**src/verilog/dsrp_pkg.sv**
```systemverilog
// package of constants and types for the self refresh and precharge block
package dsrp_pkg;
    localparam int          DSRP_BANKS       = 8;
    localparam int          DSRP_BA_W        = 3;
    // decoded command codes {cs_n, ras_n, cas_n, we_n}
    localparam logic [3:0]  DSRP_CMD_ACT     = 4'h3;
    localparam logic [3:0]  DSRP_CMD_PRE     = 4'h2;
    localparam logic [3:0]  DSRP_CMD_REF     = 4'h1;
    localparam logic [3:0]  DSRP_CMD_RD      = 4'h5;
    localparam logic [3:0]  DSRP_CMD_WR      = 4'h4;
    // reset values
    localparam logic [7:0]  DSRP_BANK_RST    = 8'h00;
    // timing: clock rate and figures in their own units
    localparam int          DSRP_CLK_MHZ     = 50;
    localparam int          DSRP_TCKE_NS     = 40;
    localparam int          DSRP_REF_CYC     = 8;
    // longest time, rounded down, at least one cycle
    localparam int          DSRP_TCKE_RAW    = (DSRP_TCKE_NS * DSRP_CLK_MHZ) / 1000;
    localparam int          DSRP_TCKE_CYC    = (DSRP_TCKE_RAW < 1) ? 1 : DSRP_TCKE_RAW;
    localparam int          DSRP_CNT_W       = 8;
    typedef enum logic [1:0] {
        DSRP_ST_IDLE,
        DSRP_ST_SREF,
        DSRP_ST_EXIT
    } dsrp_state_t;
endpackage : dsrp_pkg

```
**src/verilog/dsrp_edge.sv**
```systemverilog
// two-stage synchroniser with rising edge detect
`timescale 1ns/100ps
module dsrp_edge (
    // clock and reset
    input  wire logic core_clk,
    input  wire logic rst,
    // asynchronous input
    input  wire logic async_in,
    // synchronised level and its rising edge
    output logic      sync_out,
    output logic      rise_out
);
    logic meta_q;
    logic sync_q;
    logic last_q;

    // meta_q is read only by sync_q
    always_ff @(posedge core_clk or posedge rst) begin
        if (rst) begin
            meta_q <= 1'b0;
            sync_q <= 1'b0;
            last_q <= 1'b0;
        end else begin
            meta_q <= async_in;
            sync_q <= meta_q;
            last_q <= sync_q;
        end
    end

    // outputs from flip-flops plus edge term
    assign sync_out = sync_q;
    assign rise_out = sync_q & ~last_q;
endmodule : dsrp_edge

```
**src/verilog/dsrp_core.sv**
```systemverilog
// DDR3 device-side precharge bank tracking and self refresh control
// Operation
// - A10 selects one bank or all
// - all-bank precharge ignores bank address
// - self refresh entry is REFRESH with CKE low
// - DLL off in self refresh, reset on exit
// - only CKE and reset matter in self refresh (here exit also waits for a CK rise)
// - internal refresh starts within CKE period
// - exit delays count from first CKE-high edge (not counted here; left to the controller)
`timescale 1ns/100ps
module dsrp_core
    import dsrp_pkg::*;
(
    // clock and reset
    input  wire logic                      core_clk,
    input  wire logic                      rst,
    // memory command pins, all asynchronous to core_clk
    input  wire logic                      mem_ck,
    input  wire logic                      mem_cke,
    input  wire logic                      mem_cs_n,
    input  wire logic                      mem_ras_n,
    input  wire logic                      mem_cas_n,
    input  wire logic                      mem_we_n,
    input  wire logic                      mem_a10,
    input  wire logic [dsrp_pkg::DSRP_BA_W-1:0] mem_ba,
    // device state
    output logic [dsrp_pkg::DSRP_BANKS-1:0] bank_open,
    output logic                      sref_active,
    output logic                      dll_enable,
    output logic                      dll_reset,
    output logic                      refresh_start,
    output logic                      cmd_error
);
    import dsrp_pkg::*;

    // synchronised pins; the CK level itself is never read, only its edge
    logic       ck_rise;
    logic       cke_s;
    logic [8:0] pin_m_q;
    logic [8:0] pin_s_q;

    // CK edge finder; a command is taken at the edge it reports
    dsrp_edge u_ck (
        .core_clk (core_clk),
        .rst      (rst),
        .async_in (mem_ck),
        .sync_out (),
        .rise_out (ck_rise)
    );

    // command pins pass two flip-flops before use, the same depth as CK,
    // so a command held round its CK rise is seen whole at the decoded edge
    always_ff @(posedge core_clk or posedge rst) begin
        if (rst) begin
            pin_m_q <= 9'h1ff;
            pin_s_q <= 9'h1ff;
        end else begin
            pin_m_q <= {mem_cke, mem_cs_n, mem_ras_n, mem_cas_n, mem_we_n, mem_a10, mem_ba};
            pin_s_q <= pin_m_q;
        end
    end

    // decoded command fields; pins and CK share the same two-flop delay, so
    // these fields line up with the CK edge found by u_ck
    logic [3:0]           cmd_w;
    logic                 a10_w;
    logic [DSRP_BA_W-1:0] ba_w;
    assign cmd_w = pin_s_q[7:4];
    assign a10_w = pin_s_q[3];
    assign ba_w  = pin_s_q[2:0];
    assign cke_s = pin_s_q[8];

    // state, bank table, counter
    // bank_q bit n high means bank n is open
    dsrp_state_t           st_q;
    dsrp_state_t           st_d;
    logic [DSRP_BANKS-1:0] bank_q;
    logic [DSRP_BANKS-1:0] bank_d;
    logic [DSRP_CNT_W-1:0] cnt_q;
    logic [DSRP_CNT_W-1:0] cnt_d;
    logic                  refp_q;
    logic                  dllr_q;
    logic                  err_q;

    // command strobes, each valid for the one cycle in which the CK edge
    // is reported, and state decodes, valid for as long as the state lasts
    logic in_idle;
    logic in_sref;
    logic live_w;
    logic is_act;
    logic is_pre;
    logic is_ref;
    logic is_rw;
    logic all_idle;
    logic sre_w;
    logic sre_ok;
    logic srx_w;
    logic cnt_end;
    logic rw_idle;

    // state decodes
    assign in_idle  = (st_q == DSRP_ST_IDLE);
    assign in_sref  = (st_q == DSRP_ST_SREF);

    // a command counts only on a CK edge in the idle state
    assign live_w   = ck_rise & in_idle;
    assign is_act   = live_w & (cmd_w == DSRP_CMD_ACT);
    assign is_pre   = live_w & (cmd_w == DSRP_CMD_PRE);
    assign is_ref   = live_w & (cmd_w == DSRP_CMD_REF);
    assign is_rw    = live_w & ((cmd_w == DSRP_CMD_RD) | (cmd_w == DSRP_CMD_WR));
    assign all_idle = (bank_q == DSRP_BANK_RST);
    // entry is a REFRESH sampled with CKE low
    assign sre_w    = is_ref & ~cke_s;
    // entry accepted only with all banks idle
    assign sre_ok   = sre_w & all_idle;
    // exit counted at first CK edge with CKE high
    assign srx_w    = ck_rise & cke_s & in_sref;
    // counter at its last step before an internal refresh
    assign cnt_end  = (cnt_q == DSRP_CNT_W'(1));
    // read or write aimed at a bank that is not open
    assign rw_idle  = is_rw & ~bank_q[ba_w];

    // bank open/idle table, one entry per bank; precharge and activate
    // are exclusive codes, the close term is simply tested first
    genvar gi;
    generate
        for (gi = 0; gi < DSRP_BANKS; gi++) begin : g_bank
            logic sel;
            logic close_b;
            logic open_b;
            assign sel     = (ba_w == DSRP_BA_W'(gi));
            // single bank by address, all by A10
            // bank address ignored when A10 is high
            assign close_b = is_pre & (a10_w | sel);
            assign open_b  = is_act & sel;
            assign bank_d[gi] = close_b ? 1'b0 : (open_b ? 1'b1 : bank_q[gi]);
        end
    endgenerate

    // next state and refresh counter
    // the counter starts at the CKE pulse period on entry, so the first
    // internal refresh lands inside it; it then reloads for a steady repeat
    always_comb begin
        st_d  = st_q;
        cnt_d = cnt_q;
        case (st_q)
            DSRP_ST_IDLE: begin
                // an entry with an open bank is refused and flagged
                if (sre_ok) begin
                    st_d  = DSRP_ST_SREF;
                    cnt_d = DSRP_CNT_W'(DSRP_TCKE_CYC);
                end
            end
            DSRP_ST_SREF: begin
                // only CKE, taken at a CK edge, observed while in self refresh
                if (cnt_q != '0) begin
                    cnt_d = cnt_q - 1'b1;
                end else begin
                    cnt_d = DSRP_CNT_W'(DSRP_REF_CYC);
                end
                // leave on the first CK edge that sees CKE high
                if (srx_w) begin
                    st_d = DSRP_ST_EXIT;
                end
            end
            DSRP_ST_EXIT: begin
                // one cycle for the DLL reset pulse; commands here are dropped,
                // as only NOP or deselect may stand in the exit time
                st_d = DSRP_ST_IDLE;
            end
            default: begin
                // an unused encoding falls back to idle
                st_d = DSRP_ST_IDLE;
            end
        endcase
    end

    // registers; the exit delays are the controller's to keep, so nothing
    // here holds back commands once the exit cycle is over; a user who
    // needs that guard must add it on the controller side
    always_ff @(posedge core_clk or posedge rst) begin
        if (rst) begin
            st_q   <= DSRP_ST_IDLE;
            bank_q <= DSRP_BANK_RST;
            cnt_q  <= '0;
            refp_q <= 1'b0;
            dllr_q <= 1'b0;
            err_q  <= 1'b0;
        end else begin
            st_q   <= st_d;
            // bank table follows ACT and PRE
            bank_q <= bank_d;
            cnt_q  <= cnt_d;
            refp_q <= in_sref & cnt_end;
            dllr_q <= srx_w;
            // flag read/write to idle bank, entry with open bank
            err_q  <= rw_idle | (sre_w & ~all_idle);
        end
    end

    // DLL disabled while in self refresh, back on from the exit cycle
    assign dll_enable    = ~in_sref;
    assign dll_reset     = dllr_q;
    // state and table straight from their registers
    assign sref_active   = in_sref;
    assign bank_open     = bank_q;
    // pulses, one cycle each
    assign refresh_start = refp_q;
    assign cmd_error     = err_q;
endmodule : dsrp_core

```
**config.mk**
```make
export PLATFORM = sky130hd
export DESIGN_NAME = dsrp_core
export DESIGN_NICKNAME = d
export VERILOG_FILES = /design/src/verilog/dsrp_pkg.sv /design/src/verilog/dsrp_edge.sv /design/src/verilog/dsrp_core.sv
export SDC_FILE = /design/constraint.sdc
export NUM_CORES = 1
export LEC_CHECK = 0
export BUFFER_PORTS_ARGS = -buffer_cell sky130_fd_sc_hd__buf_2
export CORE_ASPECT_RATIO = 1.2
export CORE_MARGIN = 3
export CORE_UTILIZATION = 50
export DETAILED_ROUTE_END_ITERATION = 7
export GPL_ROUTABILITY_DRIVEN = 0
export PLACE_DENSITY_LB_ADDON = 0.1
export REMOVE_ABC_BUFFERS = 1
export SLEW_MARGIN = 15
export SYNTH_ARGS = -nofsm -noshare
export SYNTH_HDL_FRONTEND = slang
export SYNTH_SLANG_ARGS = --single-unit
```
**constraint.sdc**
```tcl
create_clock -name core_clk -period 2 [get_ports core_clk]
set_clock_uncertainty 0.2 [all_clocks]
set_input_delay 0.2 -clock core_clk [delete_from_list [all_inputs] [get_ports core_clk]]
set_output_delay 0.2 -clock core_clk [all_outputs]
set_load 0.01 [all_outputs]
```
==> results of run 1 <==
[state kept, by name (all words and copies together), names as in the netlist]
name and flops:
pin_m_q 9, pin_s_q 9, bank_open 8, cnt_q 8, st_q 2, cmd_error 1, dll_reset 1, refresh_start 1
u_ck.last_q 1, u_ck.meta_q 1, u_ck.sync_out 1
[cell type report]
class	count	area, um2
clock buffers	5	37.5
clock inverters	3	20.0
fillers	238	935
inverters	8	30.0
multi-input cells	92	664
flip-flops and latches	42	1070
well taps	36	45.0
repair buffers	56	388
[per-stage QoR]
step           instances  hold WS [ns]  util [%]
2_1_floorplan        142       0.00448         -
3_3_place_gp         222         0.104      64.0
3_5_place_dp         222         0.106      64.0
4_1_cts              241         0.165      69.9
5_1_grt              242         0.168      70.7
6_report             242         0.164      70.7
[power by group through the flow]
stage / Sequential (W) / Combinational (W) / Clock (W)
2_1_floorplan: 0.00109 / 0.000350 / 0
3_3_place_gp: 0.00109 / 0.000582 / 0
3_5_place_dp: 0.00110 / 0.000606 / 0
4_1_cts: 0.00109 / 0.000633 / 0.000439
5_1_grt: 0.00111 / 0.000739 / 0.000486
6_report: 0.00109 / 0.000667 / 0.000416
[final timing paths]
path / startpoint / end / slack (ns) / cells after the start
worst max register to register: pin_s_q[4]$_DFF_PP1_ / cnt_q[7]$_DFFE_PP0P_ / -0.002 / 3
worst min-delay path: pin_m_q[8]$_DFF_PP1_ / pin_s_q[8]$_DFF_PP1_ / 0.16 / 0
min in group asynchronous: rst / bank_open[1]$_DFFE_PP0P_ / 0.30 / 4
worst min register to register: pin_m_q[8]$_DFF_PP1_ / pin_s_q[8]$_DFF_PP1_ / 0.16 / 0
max in group asynchronous: rst / pin_s_q[1]$_DFF_PP1_ / 0.93 / 4
worst max-delay path: pin_s_q[4]$_DFF_PP1_ / cnt_q[7]$_DFFE_PP0P_ / -0.002 / 3
[worst max-delay path, delay by kind of cell (launching register included)]
family / cells / cell delay [ns]
and+or+nand+nor: 1 / 0.36
DFF: 1 / 0.54
AOI/OAI and AO/OA: 2 / 0.80
[synth_stat cells, types with 4 or more instances]
cell type   n
dfrtp_1    24
nor2_1     19
dfstp_2    18
o22a_1      9
a21oi_1     8
inv_1       8
a31oi_1     6
nand2_1     5
clkbuf_1    4
nand2b_1    4
nor3_1      4
nor4_1      4
[layer usage]
| metal | part of all wire [%] | up-vias | GRT usage, % |
|---|---|---|---|
| met3 | 4.4 | 6 | 5.11 |
| met1 | 45 | 652 | 25.4 |
| met4 | 1.6 | 0 | 7.64 |
| li1 | - | 657 | - |
| met2 | 49 | 37 | 29.2 |
| met5 | 0 | - | 0 |
[cells in the final DEF (no fill, tap or decap), types with 4 or more instances in the layout]
master / synthesis / layout
a21oi_1: 8 / 7
a31oi_1: 6 / 6
buf_2: 0 / 24
buf_4: 0 / 21
clkbuf_4: 0 / 5
dfrtp_1: 24 / 24
dfstp_2: 18 / 18
dlygate4sd3_1: 0 / 11
inv_1: 8 / 8
nand2_1: 5 / 5
nor2_1: 19 / 19
nor3_1: 4 / 4
o22a_1: 9 / 9
[cell families after synthesis]
group / after synthesis / share of synthesized area, %
simple gates: 54 / 16.9
flops: 42 / 61.5
compound gates: 31 / 13.0
buf+inv: 13 / 2.79
mux: 5 / 4.44
fa+ha+maj: 2 / 1.43
[what timing repair did]
item / 4_1_cts / 5_1_grt
hold endpoints to repair: 34 / 0
endpoints found under the setup margin: 1 / 5
hold buffers: 11 / 0
resized for setup: 3 / 4
buffers inserted: 0 / 1
pin swaps: 1 / 2
==> results.txt, run 1 <==
----------------------------------------------------
[Detailed routing]
  Total via count after detailed routing ... 1,352
  Length of the first detailed-routing pass in iterations ... 4
  Detailed router's first-iteration violation count ... 46
  WL/cell ... 14.5 um
  DRC errors left ... 0
  Via-to-Cell Ratio ... 5.59
  Routed Wire Length ... 3.51 mm
  Count of nets left with antenna violations after detail routing ... 0

[Flow run]
  Maximum Capacitance Violations ... 0

[Pwr]
  Relative contribution of combinational cells to total power ... 30.7%
  Maximum vdd drop ... 0.907 mV
  Static Leakage ... 1.06 nW
  Power share of the sequential group ... 50.1%
  Total power ... 0.00217 W
  Power density over cell area ... 961 nW/um2
  Internal power summed over all cells ... 0.00145 W
  Switching share of total power ... 33.1%
  Share of total power in the clock network ... 19.2%
  Net switching power figure ... 0.000719 W

[Clock tree]
  Clock tree buffer depth ... 2
  CTS sink count ... 42
  Clock root cell ... clkbuf_4
  Clock insertion delay at the later pin of the skew report ... 0.36 ns
  CTS H-tree depth ... 2
  Clk slew on worst S/H paths ... 0.12 ns
  Number of buffers created by CTS ... 5
  TritonCTS clock tree ... yes

[Place]
  Input/output buffers ... 24
  Post-DP HPWL ... 2.44 mm
  Pre-CTS setup slack ... -0.0157 ns
  Total placed instance area ... 2040 um2

[Timing]
  Final number of max-transition violations ... 0
  Unrepaired setup endpoints after global routing ... true
  Relative slew margins ... 61.7%
  Fmax ... 500 MHz
  Total negative setup slack ... -0.00169 ns
  Final worst-path setup slack ... -0.00169 ns
  Actual slew at the worst max-slew pin ... 0.570 ns
  Final period utilization ... 100%
  Period minus WS final ... 2.00 ns
  Final hold viol count ... 0
  Finish-stage setup viols ... 1

[Setup path]
  Maximum net fanout on the critical path ... 5
  Kind of critical path ... reg2reg
  Worst endpoint data arrival time ... 2.05 ns
  CP startpoint kind ... register
  Required time reported for the critical path endpoint ... 2.05 ns
  Worst-path cell with the longest stage delay ... dfstp_2
  Worst path cell trace ... or3b_1 -> o41a_1 -> a221o_1
  Critical Path Max Stage Delay ... 0.54 ns
  Critical Path Sink Type ... register

[Final layout]
  Number of antenna cells inserted ... 0
  Ratio of cells with drive above 1 in the final layout ... 39.8%
  Area growth from synthesis to layout ... 29.3%
  Cell area after layout ... 2260 um2
  Net count reported at finish ... 219

[Synth]
  Area fraction of the dominant cell type after synthesis ... 34.4%
  Top cells by area in the synthesized netlist ... dfrtp_1 (34%), dfstp_2 (27%), o22a_1 (4.5%)
  Mean area per synthesized cell ... 11.9 um2
  Number of synthesized register bits ... 42
  Cell count after synthesis ... 147
  Sequential element share of the synthesized area ... 61.5%
  Proportion of register bits with asynchronous set or reset after synthesis ... 100%
  Yosys top cell by area ... dfrtp_1
  Top flip-flop cell by instance count after synthesis ... dfrtp_1
  Number of enable-type register cells in the synthesized netlist ... 0
  Cell area after technology mapping ... 1750 um2
  Number of warning messages in the yosys log ... 0
  Count of cell types in the netlist ... 35

[GRT]
  First-pass GRT wire length ... 6.09 mm
  Grt total ovfl ... 0
  Number of antenna violations at the first check in global routing ... 0
  Pin count of the biggest net entering global routing ... 43
  Number of global-route vias before repair ... 1,297
  GRT Overall Usage ... 19.1%

[Floorplan]
  Ports ... 25
  Starting Density ... 54.7%
  DIE AREA ... 4240 um2
  Row cnt ... 22
  Core region area ... 3190 um2
  Die width ... 60.0 um
  Floorplan die height ... 70.7 um

[Worst hold path]
  HP Class ... reg2reg

[Outcome]
  Failing checks ... setup timing
  Outcome ... complete, but fails checks

----------------------------------------------------
No activity file was read; power rests on OpenSTA's default activity.
==> inputs of run 2 (changes only) <==
CORE_UTILIZATION = 55   (was 50)
clock period = 2.3 ns   (was 2 ns; I/O delays follow)
==> run 2 against run 1 <==
Against the previous run: the flow now finishes without violations; setup slack better by 0.17 ns; final cell count down 8.3%; critical path type unchanged; sequential power down 12%; non-clock buffer count down 18; count of clock-buffer cells in the layout up 1; hold slack about the same; maximum frequency down 6.0%; die area down 8.3%.
==> results.txt, run 2 (synthesis results as in run 1) <==
----------------------------------------------------
[Timing]
  Final hold viol count ... 0 (unchanged)
  Final worst-path setup slack ... 0.172 ns (+0.173 ns)
  Relative slew margins ... 64.6% (+3.0 points)
  Actual slew at the worst max-slew pin ... 0.523 ns (-0.0469 ns)
  Unrepaired setup endpoints after global routing ... false
  Final period utilization ... 92.5% (-7.5 points)
  Final number of max-transition violations ... 0 (unchanged)
  Finish-stage setup viols ... 0 (-1)
  Period minus WS final ... 2.13 ns (+0.127 ns)
  Total negative setup slack ... 0 ns (+0.00169 ns)
  Fmax ... 470 MHz (-6.0%)

[Place]
  Post-DP HPWL ... 2.21 mm (-9.8%)
  Input/output buffers ... 24 (unchanged)
  Pre-CTS setup slack ... 0.183 ns (+0.199 ns)

[Setup path]
  Worst path cell trace ... or3b_1 -> o41a_1 -> a221o_1
  Largest delay share family, worst path ... compound AO/OA/AOI/OAI gates
  Critical Path Sink Type ... register
  Worst r2r src ... pin_s_q[4]$_DFF_PP1_
  Count of cells along the worst register-to-register path ... 3 (unchanged)
  Maximum net fanout on the critical path ... 6 (+1)
  Kind of critical path ... reg2reg
  CP startpoint kind ... register
  Critical Path Max Stage Delay ... 0.57 ns (+0.03 ns)
  Required time reported for the critical path endpoint ... 2.34 ns (+0.29 ns)
  Slack of the worst reg-to-reg path ... 0.17 ns (+0.17 ns)
  Worst endpoint data arrival time ... 2.17 ns (+0.12 ns)
  Worst-path cell with the longest stage delay ... dfstp_2
  Reg-to-Reg End ... cnt_q[7]$_DFFE_PP0P_
  CP Buf/Inv Count ... 0 (unchanged)

[Final layout]
  Ratio of cells with drive above 1 in the final layout ... 30.9% (-9.0 points)
  Area growth from synthesis to layout ... 19.6%
  Largest registers ... pin_m_q: 9 flops, pin_s_q: 9 flops
  Most used cells in the layout excluding fill and tap cells ... dfrtp_1 (24), buf_2 (24), nor2_1 (19)
  Number of antenna cells inserted ... 0 (unchanged)
  Net count reported at finish ... 201 (-8.2%)
  Fillcell total ... 216 (-9.2%)
  Utilization after layout ... 71.6% (+0.91 points)

[Worst hold path]
  Worst hold path cell count ... 0 (unchanged)
  Worst min-delay path startpoint ... pin_m_q[4]$_DFF_PP1_
  HP Class ... reg2reg
  Destination of the worst hold path ... pin_s_q[4]$_DFF_PP1_

[Pwr]
  Static Leakage ... 0.963 nW (-9.4%)
  Total power ... 0.00181 W (-17%)
  Maximum vdd drop ... 0.819 mV (-9.7%)
  Power density over cell area ... 865 nW/um2 (-10%)

[Flow run]
  Maximum Capacitance Violations ... 0 (unchanged)

[Clock tree]
  Clock tree buffer depth ... 2 (unchanged)
  Clock root cell ... clkbuf_4
  Clock insertion delay at the later pin of the skew report ... 0.34 ns (-0.02 ns)
  TritonCTS clock tree ... yes
  Hold buffer count at cts ... 11 (unchanged)
  Setup Fix Bufs, Post-CTS ... 0 (unchanged)
  Number of buffers created by CTS ... 5 (unchanged)
  CTS sink count ... 42 (unchanged)
  CTS H-tree depth ... 2 (unchanged)
  Post-CTS resize count ... 0 (-3)
  Clk slew on worst S/H paths ... 0.12 ns (about the same)

[Floorplan]
  Core region area ... 2920 um2 (-8.7%)
  Ports ... 25 (unchanged)
  Row cnt ... 21 (-4.5%)
  Starting Density ... 59.9% (+5.2 points)
  Die width ... 57.4 um (-4.2%)
  Floorplan die height ... 67.7 um (-4.3%)
  DIE AREA ... 3890 um2 (-8.3%)

[GRT]
  Number of global-route vias before repair ... 1,296 (-0.077%)
  GRT Overall Usage ... 19.1% (about the same)
  First-pass GRT wire length ... 5.66 mm (-7.0%)
  Grt total ovfl ... 0 (unchanged)
  Number of antenna violations at the first check in global routing ... 0 (unchanged)
  Pin count of the biggest net entering global routing ... 43 (unchanged)

[Detailed routing]
  Via-to-Cell Ratio ... 5.82 (+4.1%)
  Routed Wire Length ... 3.17 mm (-9.6%)
  DRC errors left ... 0 (unchanged)
  Length of the first detailed-routing pass in iterations ... 4 (unchanged)
  Total via count after detailed routing ... 1,291 (-4.5%)
  Count of nets left with antenna violations after detail routing ... 0 (unchanged)
  Detailed router's first-iteration violation count ... 50 (+8.7%)
  WL/cell ... 14.3 um (-1.4%)

[Outcome]
  Outcome ... finished, final reports clean

----------------------------------------------------
## run 2: how the worst max path moves through the flow
stage	startpoint	depth (start not counted)	slack [ns]	endpoint
2_1_floorplan	pin_s_q[4]$_DFF_PP1_	3	0.28	cnt_q[7]$_DFFE_PP0P_
5_1_grt	bank_open[7]$_DFFE_PP0P_	4	0.07	cnt_q[7]$_DFFE_PP0P_
3_3_place_gp	pin_s_q[4]$_DFF_PP1_	3	0.21	cnt_q[7]$_DFFE_PP0P_
4_1_cts	pin_s_q[4]$_DFF_PP1_	3	0.16	cnt_q[7]$_DFFE_PP0P_
3_5_place_dp	pin_s_q[4]$_DFF_PP1_	3	0.18	cnt_q[7]$_DFFE_PP0P_
6_report	pin_s_q[4]$_DFF_PP1_	3	0.17	cnt_q[7]$_DFFE_PP0P_
## run 2: area by class of cell
type	instances	area, um2	share of cell area, %
flip-flops and latches	42	1070	51.4
multi-input cells	92	624	29.9
repair buffers	38	253	12.1
clock buffers	6	51.3	2.46
well taps	34	42.5	2.04
inverters	8	30.0	1.44
clock inverters	2	15.0	0.719
## run 2: metal layers
layer | track usage (%) | routed length, um | up-vias
met2 | 30.5 | 1590 | 48
li1 | - | - | 617
met3 | 5.54 | 184 | 4
met1 | 25.0 | 1370 | 622
met5 | 0 | 0 | -
met4 | 6.38 | 31 | 0
## run 2: report_power, final
group / switching, W / internal, W / leakage, nW / total (W)
Combinational: 0.000235 / 0.000221 / 0.419 / 0.000455
Clock: 0.000237 / 0.000154 / 0.0392 / 0.000391
Sequential: 0.000115 / 0.000847 / 0.504 / 0.000962
## run 2: stage by stage
stage | std cells | cell area, um2 | hold WS [ns]
3_3_place_gp | 203 | 1910 | 0.135
6_report | 222 | 2090 | 0.163
5_1_grt | 222 | 2090 | 0.168
3_5_place_dp | 203 | 1910 | 0.136
4_1_cts | 222 | 2090 | 0.165
2_1_floorplan | 142 | 1730 | 0.0345
